<file path="src/common/sut_pkg.sv">
// constants and types for the user-bit buffer and transmitter control registers
package sut_pkg;
  // register addresses on the control port
  localparam logic [6:0] SUT_ADDR_RX_BUF = 7'h0b;
  localparam logic [6:0] SUT_ADDR_TX_CTL = 7'h0c;
  // writable bit masks, reserved bits excluded
  localparam logic [7:0] SUT_RX_BUF_MASK = 8'h3f;
  localparam logic [7:0] SUT_TX_CTL_MASK = 8'h7f;
  // reset values
  localparam logic [5:0] SUT_RX_BUF_RST = 6'h00;
  localparam logic [6:0] SUT_TX_CTL_RST = 7'h00;
  // receive buffer config field positions
  localparam int SUT_TAPE_ID_BIT = 5;
  localparam int SUT_SPLIT_BIT   = 4;
  localparam int SUT_CS_MODE_BIT = 3;
  localparam int SUT_UB_MODE_LSB = 1;
  localparam int SUT_UB_SIZE_BIT = 0;
  // transmit control field positions
  localparam int SUT_TX_VAL_BIT   = 6;
  localparam int SUT_TX_RATIO_LSB = 3;
  localparam int SUT_TX_CLK_LSB   = 1;
  localparam int SUT_TX_RUN_BIT   = 0;
  // last user buffer bit index, last channel-status frame index, compared status bit count
  localparam logic [9:0] SUT_UB_SMALL_LAST = 10'h17f;
  localparam logic [9:0] SUT_UB_LARGE_LAST = 10'h2ff;
  localparam logic [7:0] SUT_CS_LAST_FRAME = 8'hbf;
  localparam logic [7:0] SUT_CS_CMP_BITS   = 8'h28;
  // ratio multipliers
  localparam logic [2:0] SUT_MUL_1 = 3'h1;
  localparam logic [2:0] SUT_MUL_2 = 3'h2;
  localparam logic [2:0] SUT_MUL_4 = 3'h4;

  typedef enum logic [1:0] {
    SUT_UB_OFF    = 2'b00,
    SUT_UB_DOUBLE = 2'b01,
    SUT_UB_FORMAT = 2'b10,
    SUT_UB_RSVD   = 2'b11
  } sut_ub_mode_t;

  typedef struct packed {
    logic [5:0]  cfg_rx;
    logic [6:0]  cfg_tx;
    logic [7:0]  rdata;
    logic        synced;
    logic [9:0]  cnt;
    logic        ubuf;
    logic        u_wr;
    logic [9:0]  u_addr;
    logic        u_chb;
    logic        u_data;
    logic        u_irq;
    logic        first_bit;
    logic        prev_first;
    logic        have_prev;
    logic        cs_sync;
    logic [7:0]  fcnt;
    logic [39:0] cs_cur;
    logic [39:0] cs_prev;
    logic        cs_prev_ok;
    logic        cs_flag;
    logic        tx_val;
  } sut_state_t;
endpackage : sut_pkg

</file>
<file path="src/rtl/sut_spdif_ctl.sv">
// user-bit buffering, channel-status block flag and transmitter control registers
`timescale 1ns/100ps
`default_nettype none
module sut_spdif_ctl
  import sut_pkg::*;
(
  input  wire logic       CLK_I,
  input  wire logic       RST_N_I,
  input  wire logic [6:0] REG_ADDR_I,
  input  wire logic       REG_WR_I,
  input  wire logic       REG_RD_I,
  input  wire logic [7:0] REG_WDATA_I,
  output logic      [7:0] REG_RDATA_O,
  input  wire logic       RX_SUB_I,
  input  wire logic       RX_CHB_I,
  input  wire logic       RX_PRE_Z_I,
  input  wire logic       RX_USER_BIT_I,
  input  wire logic       RX_CS_BIT_I,
  input  wire logic       TAPE_CATEGORY_I,
  input  wire logic       CS_FLAG_CLR_I,
  output logic            USER_WR_O,
  output logic      [9:0] USER_WADDR_O,
  output logic            USER_WBUF_O,
  output logic            USER_WCHB_O,
  output logic            USER_WDATA_O,
  output logic            USER_IRQ_O,
  output logic            USER_FMT_PRO_O,
  output logic            RX_CS_BLOCK_FLAG_O,
  input  wire logic       TX_SUB_START_I,
  output logic            TX_VALIDITY_O,
  output logic      [2:0] TX_MUL_O,
  output logic      [2:0] TX_RX_MUL_O,
  output logic      [2:0] TX_CLK_SEL_O,
  output logic            TX_RUN_O
);
  sut_state_t   q;
  sut_state_t   next_q;
  sut_ub_mode_t ub_mode;
  logic         split;
  logic         professional_flag;
  logic         z_a;
  logic         blk_end;
  logic         cs_set;
  logic [9:0]   last;
  logic [9:0]   ub_base;
  logic [2:0]   ratio;

  // field views of the configuration registers
  assign ub_mode = sut_ub_mode_t'(q.cfg_rx[SUT_UB_MODE_LSB +: 2]);
  assign split   = q.cfg_rx[SUT_SPLIT_BIT];
  assign ratio   = q.cfg_tx[SUT_TX_RATIO_LSB +: 3];
  // professional flag is bit 0 of the last complete block
  assign professional_flag     = q.cs_prev_ok & q.cs_prev[0];
  assign z_a     = RX_SUB_I & RX_PRE_Z_I & ~RX_CHB_I;
  // fcnt counts A frames from Z inclusive, so a whole block reads one past the last index
  assign blk_end = z_a & q.cs_sync & (q.fcnt == SUT_CS_LAST_FRAME + 8'h01);
  // mode 1 compares only the leading five bytes
  assign cs_set  = blk_end & (~q.cfg_rx[SUT_CS_MODE_BIT] |
                   ~q.cs_prev_ok | (q.cs_cur != q.cs_prev));
  // format mode has no size choice, so it uses the short buffer
  assign last    = (ub_mode == SUT_UB_DOUBLE && q.cfg_rx[SUT_UB_SIZE_BIT]) ?
                   SUT_UB_LARGE_LAST : SUT_UB_SMALL_LAST;
  // user bit address restarts at every preamble Z
  assign ub_base = z_a ? 10'h000 : q.cnt;

  // next-state logic for every register of the block
  always_comb
  begin
    next_q       = q;
    next_q.u_wr  = 1'b0;
    next_q.u_irq = 1'b0;
    next_q.rdata = 8'h00;
    // register port, reserved bits masked off
    if (REG_WR_I && REG_ADDR_I == SUT_ADDR_RX_BUF)
    begin
      next_q.cfg_rx = REG_WDATA_I[5:0] & SUT_RX_BUF_MASK[5:0];
    end
    else if (REG_WR_I && REG_ADDR_I == SUT_ADDR_TX_CTL)
    begin
      next_q.cfg_tx = REG_WDATA_I[6:0] & SUT_TX_CTL_MASK[6:0];
    end
    if (REG_RD_I && REG_ADDR_I == SUT_ADDR_RX_BUF)
    begin
      next_q.rdata = {2'b00, q.cfg_rx};
    end
    else if (REG_RD_I && REG_ADDR_I == SUT_ADDR_TX_CTL)
    begin
      next_q.rdata = {1'b0, q.cfg_tx};
    end
    // channel-status framing counts channel A subframes
    if (z_a)
    begin
      next_q.cs_sync   = 1'b1;
      next_q.fcnt      = 8'h01;
      next_q.cs_cur[0] = RX_CS_BIT_I;
      if (blk_end)
      begin
        next_q.cs_prev    = q.cs_cur;
        next_q.cs_prev_ok = 1'b1;
      end
    end
    else if (RX_SUB_I && !RX_CHB_I && q.cs_sync)
    begin
      // saturate so a stream that loses preamble Z never fakes a block end
      if (q.fcnt != 8'hff)
      begin
        next_q.fcnt = q.fcnt + 8'h01;
      end
      if (q.fcnt < SUT_CS_CMP_BITS)
      begin
        next_q.cs_cur[q.fcnt[5:0]] = RX_CS_BIT_I;
      end
    end
    // set beats a clear in the same cycle
    if (CS_FLAG_CLR_I)
    begin
      next_q.cs_flag = 1'b0;
    end
    if (cs_set)
    begin
      next_q.cs_flag = 1'b1;
    end
    // user bits: dropped when off or reserved, else written in order from Z
    if (ub_mode == SUT_UB_OFF || ub_mode == SUT_UB_RSVD)
    begin
      next_q.synced = 1'b0;
    end
    else if (RX_SUB_I && (q.synced || z_a))
    begin
      next_q.synced = 1'b1;
      next_q.u_wr   = 1'b1;
      next_q.u_data = RX_USER_BIT_I;
      // split halves the per-channel address and steers by channel
      next_q.u_addr = split ? {1'b0, ub_base[9:1]} : ub_base;
      next_q.u_chb  = split & RX_CHB_I;
      next_q.cnt    = ub_base + 10'h001;
      // swap shows on the first write after a full one, so the last bit stays put
      next_q.ubuf   = q.ubuf ^ (q.have_prev & (q.cnt == 10'h000));
      if (z_a)
      begin
        next_q.first_bit = RX_USER_BIT_I;
      end
      if (ub_base == last)
      begin
        // full: the next write goes to the other half of the double buffer
        next_q.cnt       = 10'h000;
        next_q.prev_first = q.first_bit;
        next_q.have_prev = 1'b1;
        if (ub_mode == SUT_UB_FORMAT && q.cfg_rx[SUT_TAPE_ID_BIT] &&
            !professional_flag && TAPE_CATEGORY_I)
        begin
          next_q.u_irq = ~q.have_prev | (q.first_bit != q.prev_first);
        end
        else
        begin
          next_q.u_irq = 1'b1;
        end
      end
    end
    // validity is sampled per subframe so it changes mid-subframe only when run is set or cleared
    if (TX_SUB_START_I && q.cfg_tx[SUT_TX_RUN_BIT])
    begin
      next_q.tx_val = q.cfg_tx[SUT_TX_VAL_BIT];
    end
  end

  // single state register
  always_ff @(posedge CLK_I or negedge RST_N_I)
  begin
    if (!RST_N_I)
    begin
      q        <= '0;
      q.cfg_rx <= SUT_RX_BUF_RST;
      q.cfg_tx <= SUT_TX_CTL_RST;
    end
    else
    begin
      q <= next_q;
    end
  end

  // transmitter decodes; undefined ratio codes fall back to 1:1
  always_comb
  begin
    TX_MUL_O    = SUT_MUL_1;
    TX_RX_MUL_O = SUT_MUL_1;
    case (ratio)
      3'b001:  TX_RX_MUL_O = SUT_MUL_2;
      3'b010:  TX_RX_MUL_O = SUT_MUL_4;
      3'b101:  TX_MUL_O    = SUT_MUL_2;
      3'b110:  TX_MUL_O    = SUT_MUL_4;
      default: TX_MUL_O    = SUT_MUL_1;
    endcase
    case (q.cfg_tx[SUT_TX_CLK_LSB +: 2])
      2'b00:   TX_CLK_SEL_O = 3'h1;
      2'b01:   TX_CLK_SEL_O = 3'h2;
      2'b10:   TX_CLK_SEL_O = 3'h4;
      default: TX_CLK_SEL_O = 3'h0;
    endcase
  end

  // outputs from the state register; format flag gated by buffer mode, validity by run
  assign REG_RDATA_O        = q.rdata;
  assign USER_WR_O          = q.u_wr;
  assign USER_WADDR_O       = q.u_addr;
  assign USER_WBUF_O        = q.ubuf;
  assign USER_WCHB_O        = q.u_chb;
  assign USER_WDATA_O       = q.u_data;
  assign USER_IRQ_O         = q.u_irq;
  assign USER_FMT_PRO_O     = (ub_mode == SUT_UB_FORMAT) & professional_flag;
  assign RX_CS_BLOCK_FLAG_O = q.cs_flag;
  assign TX_VALIDITY_O      = q.tx_val & q.cfg_tx[SUT_TX_RUN_BIT];
  assign TX_RUN_O           = q.cfg_tx[SUT_TX_RUN_BIT];
endmodule : sut_spdif_ctl
`default_nettype wire

</file>
<file path="config.mk">
export PLATFORM = sky130hd
export DESIGN_NAME = sut_spdif_ctl
export DESIGN_NICKNAME = d
export VERILOG_FILES = /design/src/common/sut_pkg.sv /design/src/rtl/sut_spdif_ctl.sv
export SDC_FILE = /design/constraint.sdc
export NUM_CORES = 1
export LEC_CHECK = 0
export ABC_CLOCK_PERIOD_IN_PS = 4500
export BUFFER_PORTS_ARGS = -buffer_cell sky130_fd_sc_hd__buf_2
export CORE_AREA = 4 4 135 105
export DETAILED_ROUTE_END_ITERATION = 12
export DIE_AREA = 0 0 139 109
export PLACE_DENSITY = 0.74
export RECOVER_POWER = 50
export SYNTH_ARGS = -nofsm -noshare
export SYNTH_HDL_FRONTEND = slang
export SYNTH_SLANG_ARGS = --single-unit
</file>
<file path="constraint.sdc">
create_clock -name CLK_I -period 4.5 [get_ports CLK_I]
set_input_delay 0.675 -clock CLK_I [delete_from_list [all_inputs] [get_ports CLK_I]]
set_output_delay 0.675 -clock CLK_I [all_outputs]
set_load 0.02 [all_outputs]
</file>
==> results of run 1 <==
## metal layers
metal | part of all wire | track usage
met5 | 0 | 0
met4 | 0.011 | 0.0601
met3 | 0.055 | 0.0460
met2 | 0.46 | 0.311
met1 | 0.47 | 0.267
## tightest hold or removal path, delay by kind of cell (launching register included)
kind | cells | cell delay, ns
AND/OR/NAND/NOR | 2 | 0.10
flip-flops | 1 | 0.34
## logic make-up after synthesis
family / synth area share
and+or+nand+nor: 0.130
DFF: 0.509
muxes: 0.181
buffers and inverters: 0.0545
AOI/OAI and AO/OA: 0.0650
xor gates and xnor gates: 0.0506
adders and majority gates: 0.00903
other: 0.000541
## worst paths after layout
kind                              from              end  slack, ns
setup / recovery              RX_CHB_I            q[93]       1.45
max in group asynchronous      RST_N_I            q[21]       1.73
min in group asynchronous      RST_N_I  USER_WADDR_O[4]       1.11
setup reg to reg                q[111]            q[93]       1.85
hold / removal             USER_WCHB_O      USER_WCHB_O       0.46
hold reg to reg            USER_WCHB_O      USER_WCHB_O       0.46
## flip-flops by register name, summed over array words and instances, names as in the netlist
signal,cells
USER_WR_O,1
USER_IRQ_O,1
USER_WBUF_O,1
q,117
REG_RDATA_O,7
RX_CS_BLOCK_FLAG_O,1
USER_WDATA_O,1
TX_RUN_O,1
USER_WCHB_O,1
USER_WADDR_O,10
## cell type report
cell class,instances,share of cell area
Timing Repair Buffer,62,0.0383
Sequential cell,141,0.452
Clock inverter,12,0.0313
Clock buffer,18,0.0550
Inverter,18,0.00866
Multi-Input combinational cell,394,0.387
Tap cell,171,0.0274
## cells in the final DEF, fill, tap and decap left out, types with 3 or more instances in the layout
| cell | netlist | final |
|---|---|---|
| dfrtp_1 | 141 | 141 |
| mux2_2 | 61 | 61 |
| nor2_1 | 58 | 58 |
| nand2_1 | 46 | 46 |
| buf_2 | 2 | 46 |
| mux2_4 | 32 | 32 |
| xnor2_1 | 23 | 23 |
| o21ai_0 | 19 | 19 |
| inv_1 | 18 | 18 |
| xor2_1 | 17 | 17 |
| clkbuf_16 | 0 | 17 |
| clkbuf_1 | 22 | 14 |
| o31ai_1 | 13 | 13 |
| nand4_1 | 9 | 9 |
| nand3_1 | 9 | 9 |
| nor4_1 | 9 | 9 |
| mux2i_1 | 9 | 9 |
| a22o_1 | 8 | 8 |
| bufinv_16 | 0 | 7 |
| a21oi_1 | 6 | 6 |
| and3_1 | 6 | 6 |
| nand3b_1 | 5 | 5 |
| and2_1 | 7 | 5 |
| nor3_1 | 5 | 5 |
| ha_1 | 5 | 5 |
| nor2b_1 | 4 | 4 |
| and3b_1 | 3 | 3 |
| or4_1 | 3 | 3 |
| a31oi_1 | 3 | 3 |
## through the flow
| stage | setup slack [ns] | total power, mW | area, µm² | instances | utilization |
|---|---|---|---|---|---|
| after floorplan | 1.67 | 1.66 | 6930 | 602 | - |
| after global placement | 1.22 | 1.75 | 7150 | 786 | 0.559 |
| after detailed placement | 1.11 | 1.77 | 7150 | 786 | 0.559 |
| after CTS | 1.54 | 3.37 | 7830 | 816 | 0.612 |
| after global routing | 1.11 | 3.48 | 7800 | 816 | 0.610 |
| final | 1.45 | 3.34 | 7800 | 816 | 0.610 |
## report_power, final
group,internal (mW),switching (mW),leakage (nW)
sequential,1.35,0.0835,1.92
combinational,0.130,0.186,1.64
clock,1.09,0.510,0.322
==> flow_metrics.env, run 1 <==
export IMPL_cts_root_buf="clkbuf_16"
export IMPL_first_pass_iters=5
export IMPL_dp_hpwl_um=9210
export IMPL_cp_slowest_cell="or4_1"
export IMPL_antennaDiodeCount=0
export IMPL_crit_path_frequent_cell="nor2_1"
export IMPL_syn_cell_area_um2=6930
export IMPL_final_max_slew_viol_count=117
export IMPL_die_h_um=109
export IMPL_p_leak_nw=3.88
export IMPL_period_minus_slack_ns=3.05
export IMPL_critPathArrivalTime_ns=3.35
export IMPL_vias_per_cell=5.65
export IMPL_grt_pass1_vias=4745
export IMPL_ys_types=54
export IMPL_synth_area_leaders="dfrtp_1 (51%), mux2_2 (9.9%), mux2_4 (6.9%)"
export IMPL_ys_seq_area_frac=0.509
export IMPL_antenna_found_initial=0
export IMPL_setup_viol=0
export IMPL_place_congestion=0.843
export IMPL_fill_cells=1022
export IMPL_h_tree_depth=4
export IMPL_crit_fanout=21
export IMPL_start_util=0.542
export IMPL_r2r_cells=8
export IMPL_post_cts_setup_buffer_count=0
export IMPL_ys_seq_elements=141
export IMPL_p_per_area_nw_per_um2=428
export IMPL_maxCapViolCount=1
export IMPL_fin_skew_ns=0.00693
export IMPL_grt_overflow=0
export IMPL_tritoncts_num_buffers=17
export IMPL_synth_area_per_cell_um2=11.5
export IMPL_yosys_warnings=0
export IMPL_ant_nets=0
export IMPL_syn_nets=634
export IMPL_syn_instance_count=602
export IMPL_worstPathCellList="clkbuf_1, and3b_1, nor2_1, ha_1, nand3_1, or4_1, nor2_1, nand2_1, mux2_2"
export IMPL_port_buffers=60
export IMPL_grt_max_degree=117
export IMPL_drive_above_1_share=0.271
export IMPL_rsz0062_at_grt="no"
export IMPL_drcViolationCount=0
export IMPL_synthFlopType="dfrtp_1"
export IMPL_grtUsageTotal=0.194
export IMPL_synthToLayoutAreaGrowth_pct=12.6
export IMPL_critPathBufInv=1
export IMPL_fin_tns_setup_ns=0
export IMPL_clock_latency_ns=0.41
export IMPL_slew_headroom=-0.856
export IMPL_detail_route_wl_per_cell_um=16.9
export IMPL_nNetsFinal=666
export IMPL_synth_top_area_frac=0.509
export IMPL_clock_sinks=141
export IMPL_timing_critical_path_depth=9
export IMPL_synth_most_common_cell="dfrtp_1"
export IMPL_peakVddDrop_v=0.000275
export IMPL_cts_tree="yes"
export IMPL_rows=36
export IMPL_fmax_mhz=328
export IMPL_dieArea_um2=15200
export IMPL_cts_hold_buf=0
export IMPL_hold_depth=2
export IMPL_path_class="input port to flip-flop"
export IMPL_die_w_um=139
export IMPL_endpoint_kind="flip-flop"
export IMPL_hold_viol=0
export IMPL_async_reset_ff_frac=1.00
export IMPL_grt_pass1_wl_um=23600
export IMPL_core_area_um2=12800
export IMPL_post_cts_resized=0
export IMPL_synth_edf_count=0
export IMPL_timing_final_crit_share=0.677
export IMPL_cp_top_family="simple AND/OR/NAND/NOR gates"
export IMPL_ys_top_cells_by_count="dfrtp_1 (141), mux2_2 (61), nor2_1 (58), nand2_1 (46), mux2_4 (32)"
export IMPL_violations="max-capacitance violations, max-slew violations"
export IMPL_crit_required_ns=4.80
export IMPL_yosysTopAreaCell="dfrtp_1"
export IMPL_io_pins=63
export IMPL_clock_path_buffers=2
export IMPL_clk_pin_slew_ns=0.06
export IMPL_worstMarginPinSlew_ns=2.78
export IMPL_cp_start_kind="input port"
export IMPL_multi_input_area_um2=3020
export IMPL_status="finished with violations"
export IMPL_crit_path_max_incr_delay_ns=0.57
export IMPL_regArea_um2=3530
export IMPL_vias=4608
export IMPL_routed_wl_um=13800
export IMPL_hp_class="flip-flop to flip-flop"
export IMPL_drtIter0Drc=347
export IMPL_hold_ws_ns=0.465
Power figures use the tool's default switching activity.
==> run 2: changes to the inputs <==
--- a/config.mk
+++ b/config.mk
@@ -5,12 +5,13 @@
 export SDC_FILE = /design/constraint.sdc
 export NUM_CORES = 1
 export LEC_CHECK = 0
-export ABC_CLOCK_PERIOD_IN_PS = 4500
+export ABC_AREA = 1
+export ABC_CLOCK_PERIOD_IN_PS = 2800
 export BUFFER_PORTS_ARGS = -buffer_cell sky130_fd_sc_hd__buf_2
-export CORE_AREA = 4 4 135 105
+export CORE_AREA = 4 4 140 108
 export DETAILED_ROUTE_END_ITERATION = 12
-export DIE_AREA = 0 0 139 109
-export PLACE_DENSITY = 0.74
+export DIE_AREA = 0 0 144 112
+export PLACE_DENSITY = 0.76
 export RECOVER_POWER = 50
 export SYNTH_ARGS = -nofsm -noshare
 export SYNTH_HDL_FRONTEND = slang
==> constraint.sdc (replaced) <==
create_clock -name CLK_I -period 2.8 [get_ports CLK_I]
set_input_delay 0.42 -clock CLK_I [delete_from_list [all_inputs] [get_ports CLK_I]]
set_output_delay 0.42 -clock CLK_I [all_outputs]
set_load 0.02 [all_outputs]
==> flow_metrics.env, run 2 <==
export IMPL_crit_path_max_incr_delay_ns=0.40
export IMPL_crit_required_ns=3.09
export IMPL_ant_nets=0
export IMPL_ys_types=40
export IMPL_drtIter0Drc=603
export IMPL_syn_cell_area_um2=7310
export IMPL_drive_above_1_share=0.141
export IMPL_hp_class="input port to flip-flop"
export IMPL_grt_overflow=0
export IMPL_synth_area_leaders="dfrtp_1 (48%), nand2_1 (12%), inv_1 (7.1%)"
export IMPL_cp_slowest_cell="o21ai_1"
export IMPL_synthFlopType="dfrtp_1"
export IMPL_yosys_warnings=0
export IMPL_violations="max-capacitance violations, max-slew violations"
export IMPL_clock_latency_ns=0.42
export IMPL_fmax_mhz=453
export IMPL_start_util=0.535
export IMPL_critPathBufInv=2
export IMPL_timing_final_crit_share=0.789
export IMPL_p_per_area_nw_per_um2=678
export IMPL_synth_edf_count=0
export IMPL_core_area_um2=13700
export IMPL_final_cell_mix="nand2_1 (230), dfrtp_1 (141), inv_1 (138)"
export IMPL_grt_pass1_wl_um=29200
export IMPL_async_reset_ff_frac=1.00
export IMPL_antenna_found_initial=0
export IMPL_period_minus_slack_ns=2.21
export IMPL_vias_per_cell=5.30
export IMPL_post_cts_setup_buffer_count=0
export IMPL_routed_wl_um=17100
export IMPL_critPathArrivalTime_ns=2.50
export IMPL_clock_path_buffers=2
export IMPL_clock_sinks=141
export IMPL_grt_max_degree=62
export IMPL_synth_most_common_cell="nand2_1"
export IMPL_endpoint_kind="flip-flop"
export IMPL_ys_top_cells_by_count="nand2_1 (230), dfrtp_1 (141), inv_1 (138), o21ai_0 (95), nor2_1 (65)"
export IMPL_ys_seq_area_frac=0.483
export IMPL_port_buffers=60
export IMPL_hold_viol=0
export IMPL_rows=37
export IMPL_detail_route_wl_per_cell_um=14.6
export IMPL_vias=6196
export IMPL_h_tree_depth=4
export IMPL_die_h_um=112
export IMPL_synthToLayoutAreaGrowth_pct=13.7
export IMPL_dp_hpwl_um=12000
export IMPL_power_mw=5.63
export IMPL_crit_path_frequent_cell="nand2_1"
export IMPL_grtUsageTotal=0.226
export IMPL_fill_cells=1173
export IMPL_cts_root_buf="clkbuf_16"
export IMPL_clk_pin_slew_ns=0.06
export IMPL_antennaDiodeCount=0
export IMPL_path_class="input port to flip-flop"
export IMPL_pre_cts_ws_ns=0.327
export IMPL_worstPathCellList="buf_2, nand3_1, nand2_1, inv_1, ha_1, nand2_1, nand3b_1, nor2_1, nand2_1, o21ai_1, o21ai_0"
export IMPL_cts_tree="yes"
export IMPL_io_pins=63
export IMPL_maxCapViolCount=1
export IMPL_place_congestion=0.882
export IMPL_tritoncts_num_buffers=17
export IMPL_ys_seq_elements=141
export IMPL_syn_nets=961
export IMPL_multi_input_area_um2=2890
export IMPL_drcViolationCount=0
export IMPL_slew_headroom=-0.0500
export IMPL_crit_fanout=8
export IMPL_cts_hold_buf=0
export IMPL_cp_top_family="simple AND/OR/NAND/NOR gates"
export IMPL_fin_tns_setup_ns=0
export IMPL_peakVddDrop_v=0.000391
export IMPL_post_cts_resized=0
export IMPL_fin_skew_ns=0.00705
export IMPL_die_w_um=144
export IMPL_synth_top_area_frac=0.483
export IMPL_grt_pass1_vias=5963
export IMPL_setup_viol=0
export IMPL_final_max_slew_viol_count=62
export IMPL_regArea_um2=3530
export IMPL_rsz0062_at_grt="no"
export IMPL_worstMarginPinSlew_ns=1.57
export IMPL_nNetsFinal=1013
export IMPL_syn_instance_count=929
export IMPL_synth_area_per_cell_um2=7.87
export IMPL_largest_reg_flops=117
export IMPL_cp_start_kind="input port"
export IMPL_regMostFlops="q"
export IMPL_p_leak_nw=4.18
export IMPL_layout_commonest_cell="nand2_1"
export IMPL_yosysTopAreaCell="dfrtp_1"
export IMPL_status="finished with violations"
export IMPL_fin_ws_ns=0.591
export IMPL_dieArea_um2=16100
export IMPL_first_pass_iters=6
-- run 2: report_power, final --
group | total [mW] | switching [mW] | leakage [nW] | internal, mW
Clock | 2.49 | 0.888 | 0.309 | 1.60
Combinational | 0.791 | 0.542 | 2.17 | 0.249
Sequential | 2.35 | 0.132 | 1.70 | 2.22
-- run 2: logic make-up after synthesis --
| family | after synthesis | share of synthesized area |
|---|---|---|
| DFF | 141 | 0.483 |
| muxes | 3 | 0.00616 |
| AOI/OAI and AO/OA | 150 | 0.107 |
| other | 1 | 0.000513 |
| buffers and inverters | 193 | 0.120 |
| and+or+nand+nor | 420 | 0.256 |
| xor gates and xnor gates | 16 | 0.0192 |
| adders and majority gates | 5 | 0.00856 |
-- run 2: area by class of cell --
class / count / share of cell area
inverters: 145 / 0.0658
clock inverters: 14 / 0.0261
multi-input cells: 595 / 0.348
clock buffers: 18 / 0.0529
well taps: 175 / 0.0264
flip-flops and latches: 141 / 0.425
repair buffers: 81 / 0.0565
-- run 2: final timing paths --
path                       slack [ns]            start               to  depth (start not counted)
setup / recovery                 0.59       RX_PRE_Z_I           q[115]                         11
hold / removal                   0.20   TX_SUB_START_I             q[0]                          2
setup reg to reg                 0.64           q[111]           q[115]                          9
hold reg to reg                  0.49  USER_WADDR_O[4]  USER_WADDR_O[4]                          2
max in group asynchronous        0.81          RST_N_I            q[41]                          2
min in group asynchronous        0.38          RST_N_I  USER_WADDR_O[0]                          1
-- run 2: metrics by stage --
stage	cells	util	instance area (µm²)	hold slack, ns
6_report	1169	0.608	8310	0.196
5_1_grt	1169	0.608	8310	0.194
4_1_cts	1169	0.611	8340	0.00183
3_5_place_dp	1137	0.563	7680	0.444
3_3_place_gp	1137	0.563	7680	0.439
2_1_floorplan	929	-	7310	0.124
-- run 2: worst reg2reg max path, cell delays in order (launching register included) --
cell and delay (ns):
dfrtp_1 0.38, inv_1 0.07, nor2_1 0.20, ha_1 0.21, nand2_1 0.06, nand3b_1 0.23, nor2_1 0.23, nand2_1 0.12
o21ai_1 0.40, o21ai_0 0.14
-- run 2: routing by layer --
layer / part of all wire / track usage / vias to the layer above
met1: 0.50 / 0.340 / 2912
li1: - / - / 3060
met4: 0.012 / 0.0546 / 0
met2: 0.42 / 0.320 / 201
met3: 0.073 / 0.0691 / 23
met5: 0 / 0 / -
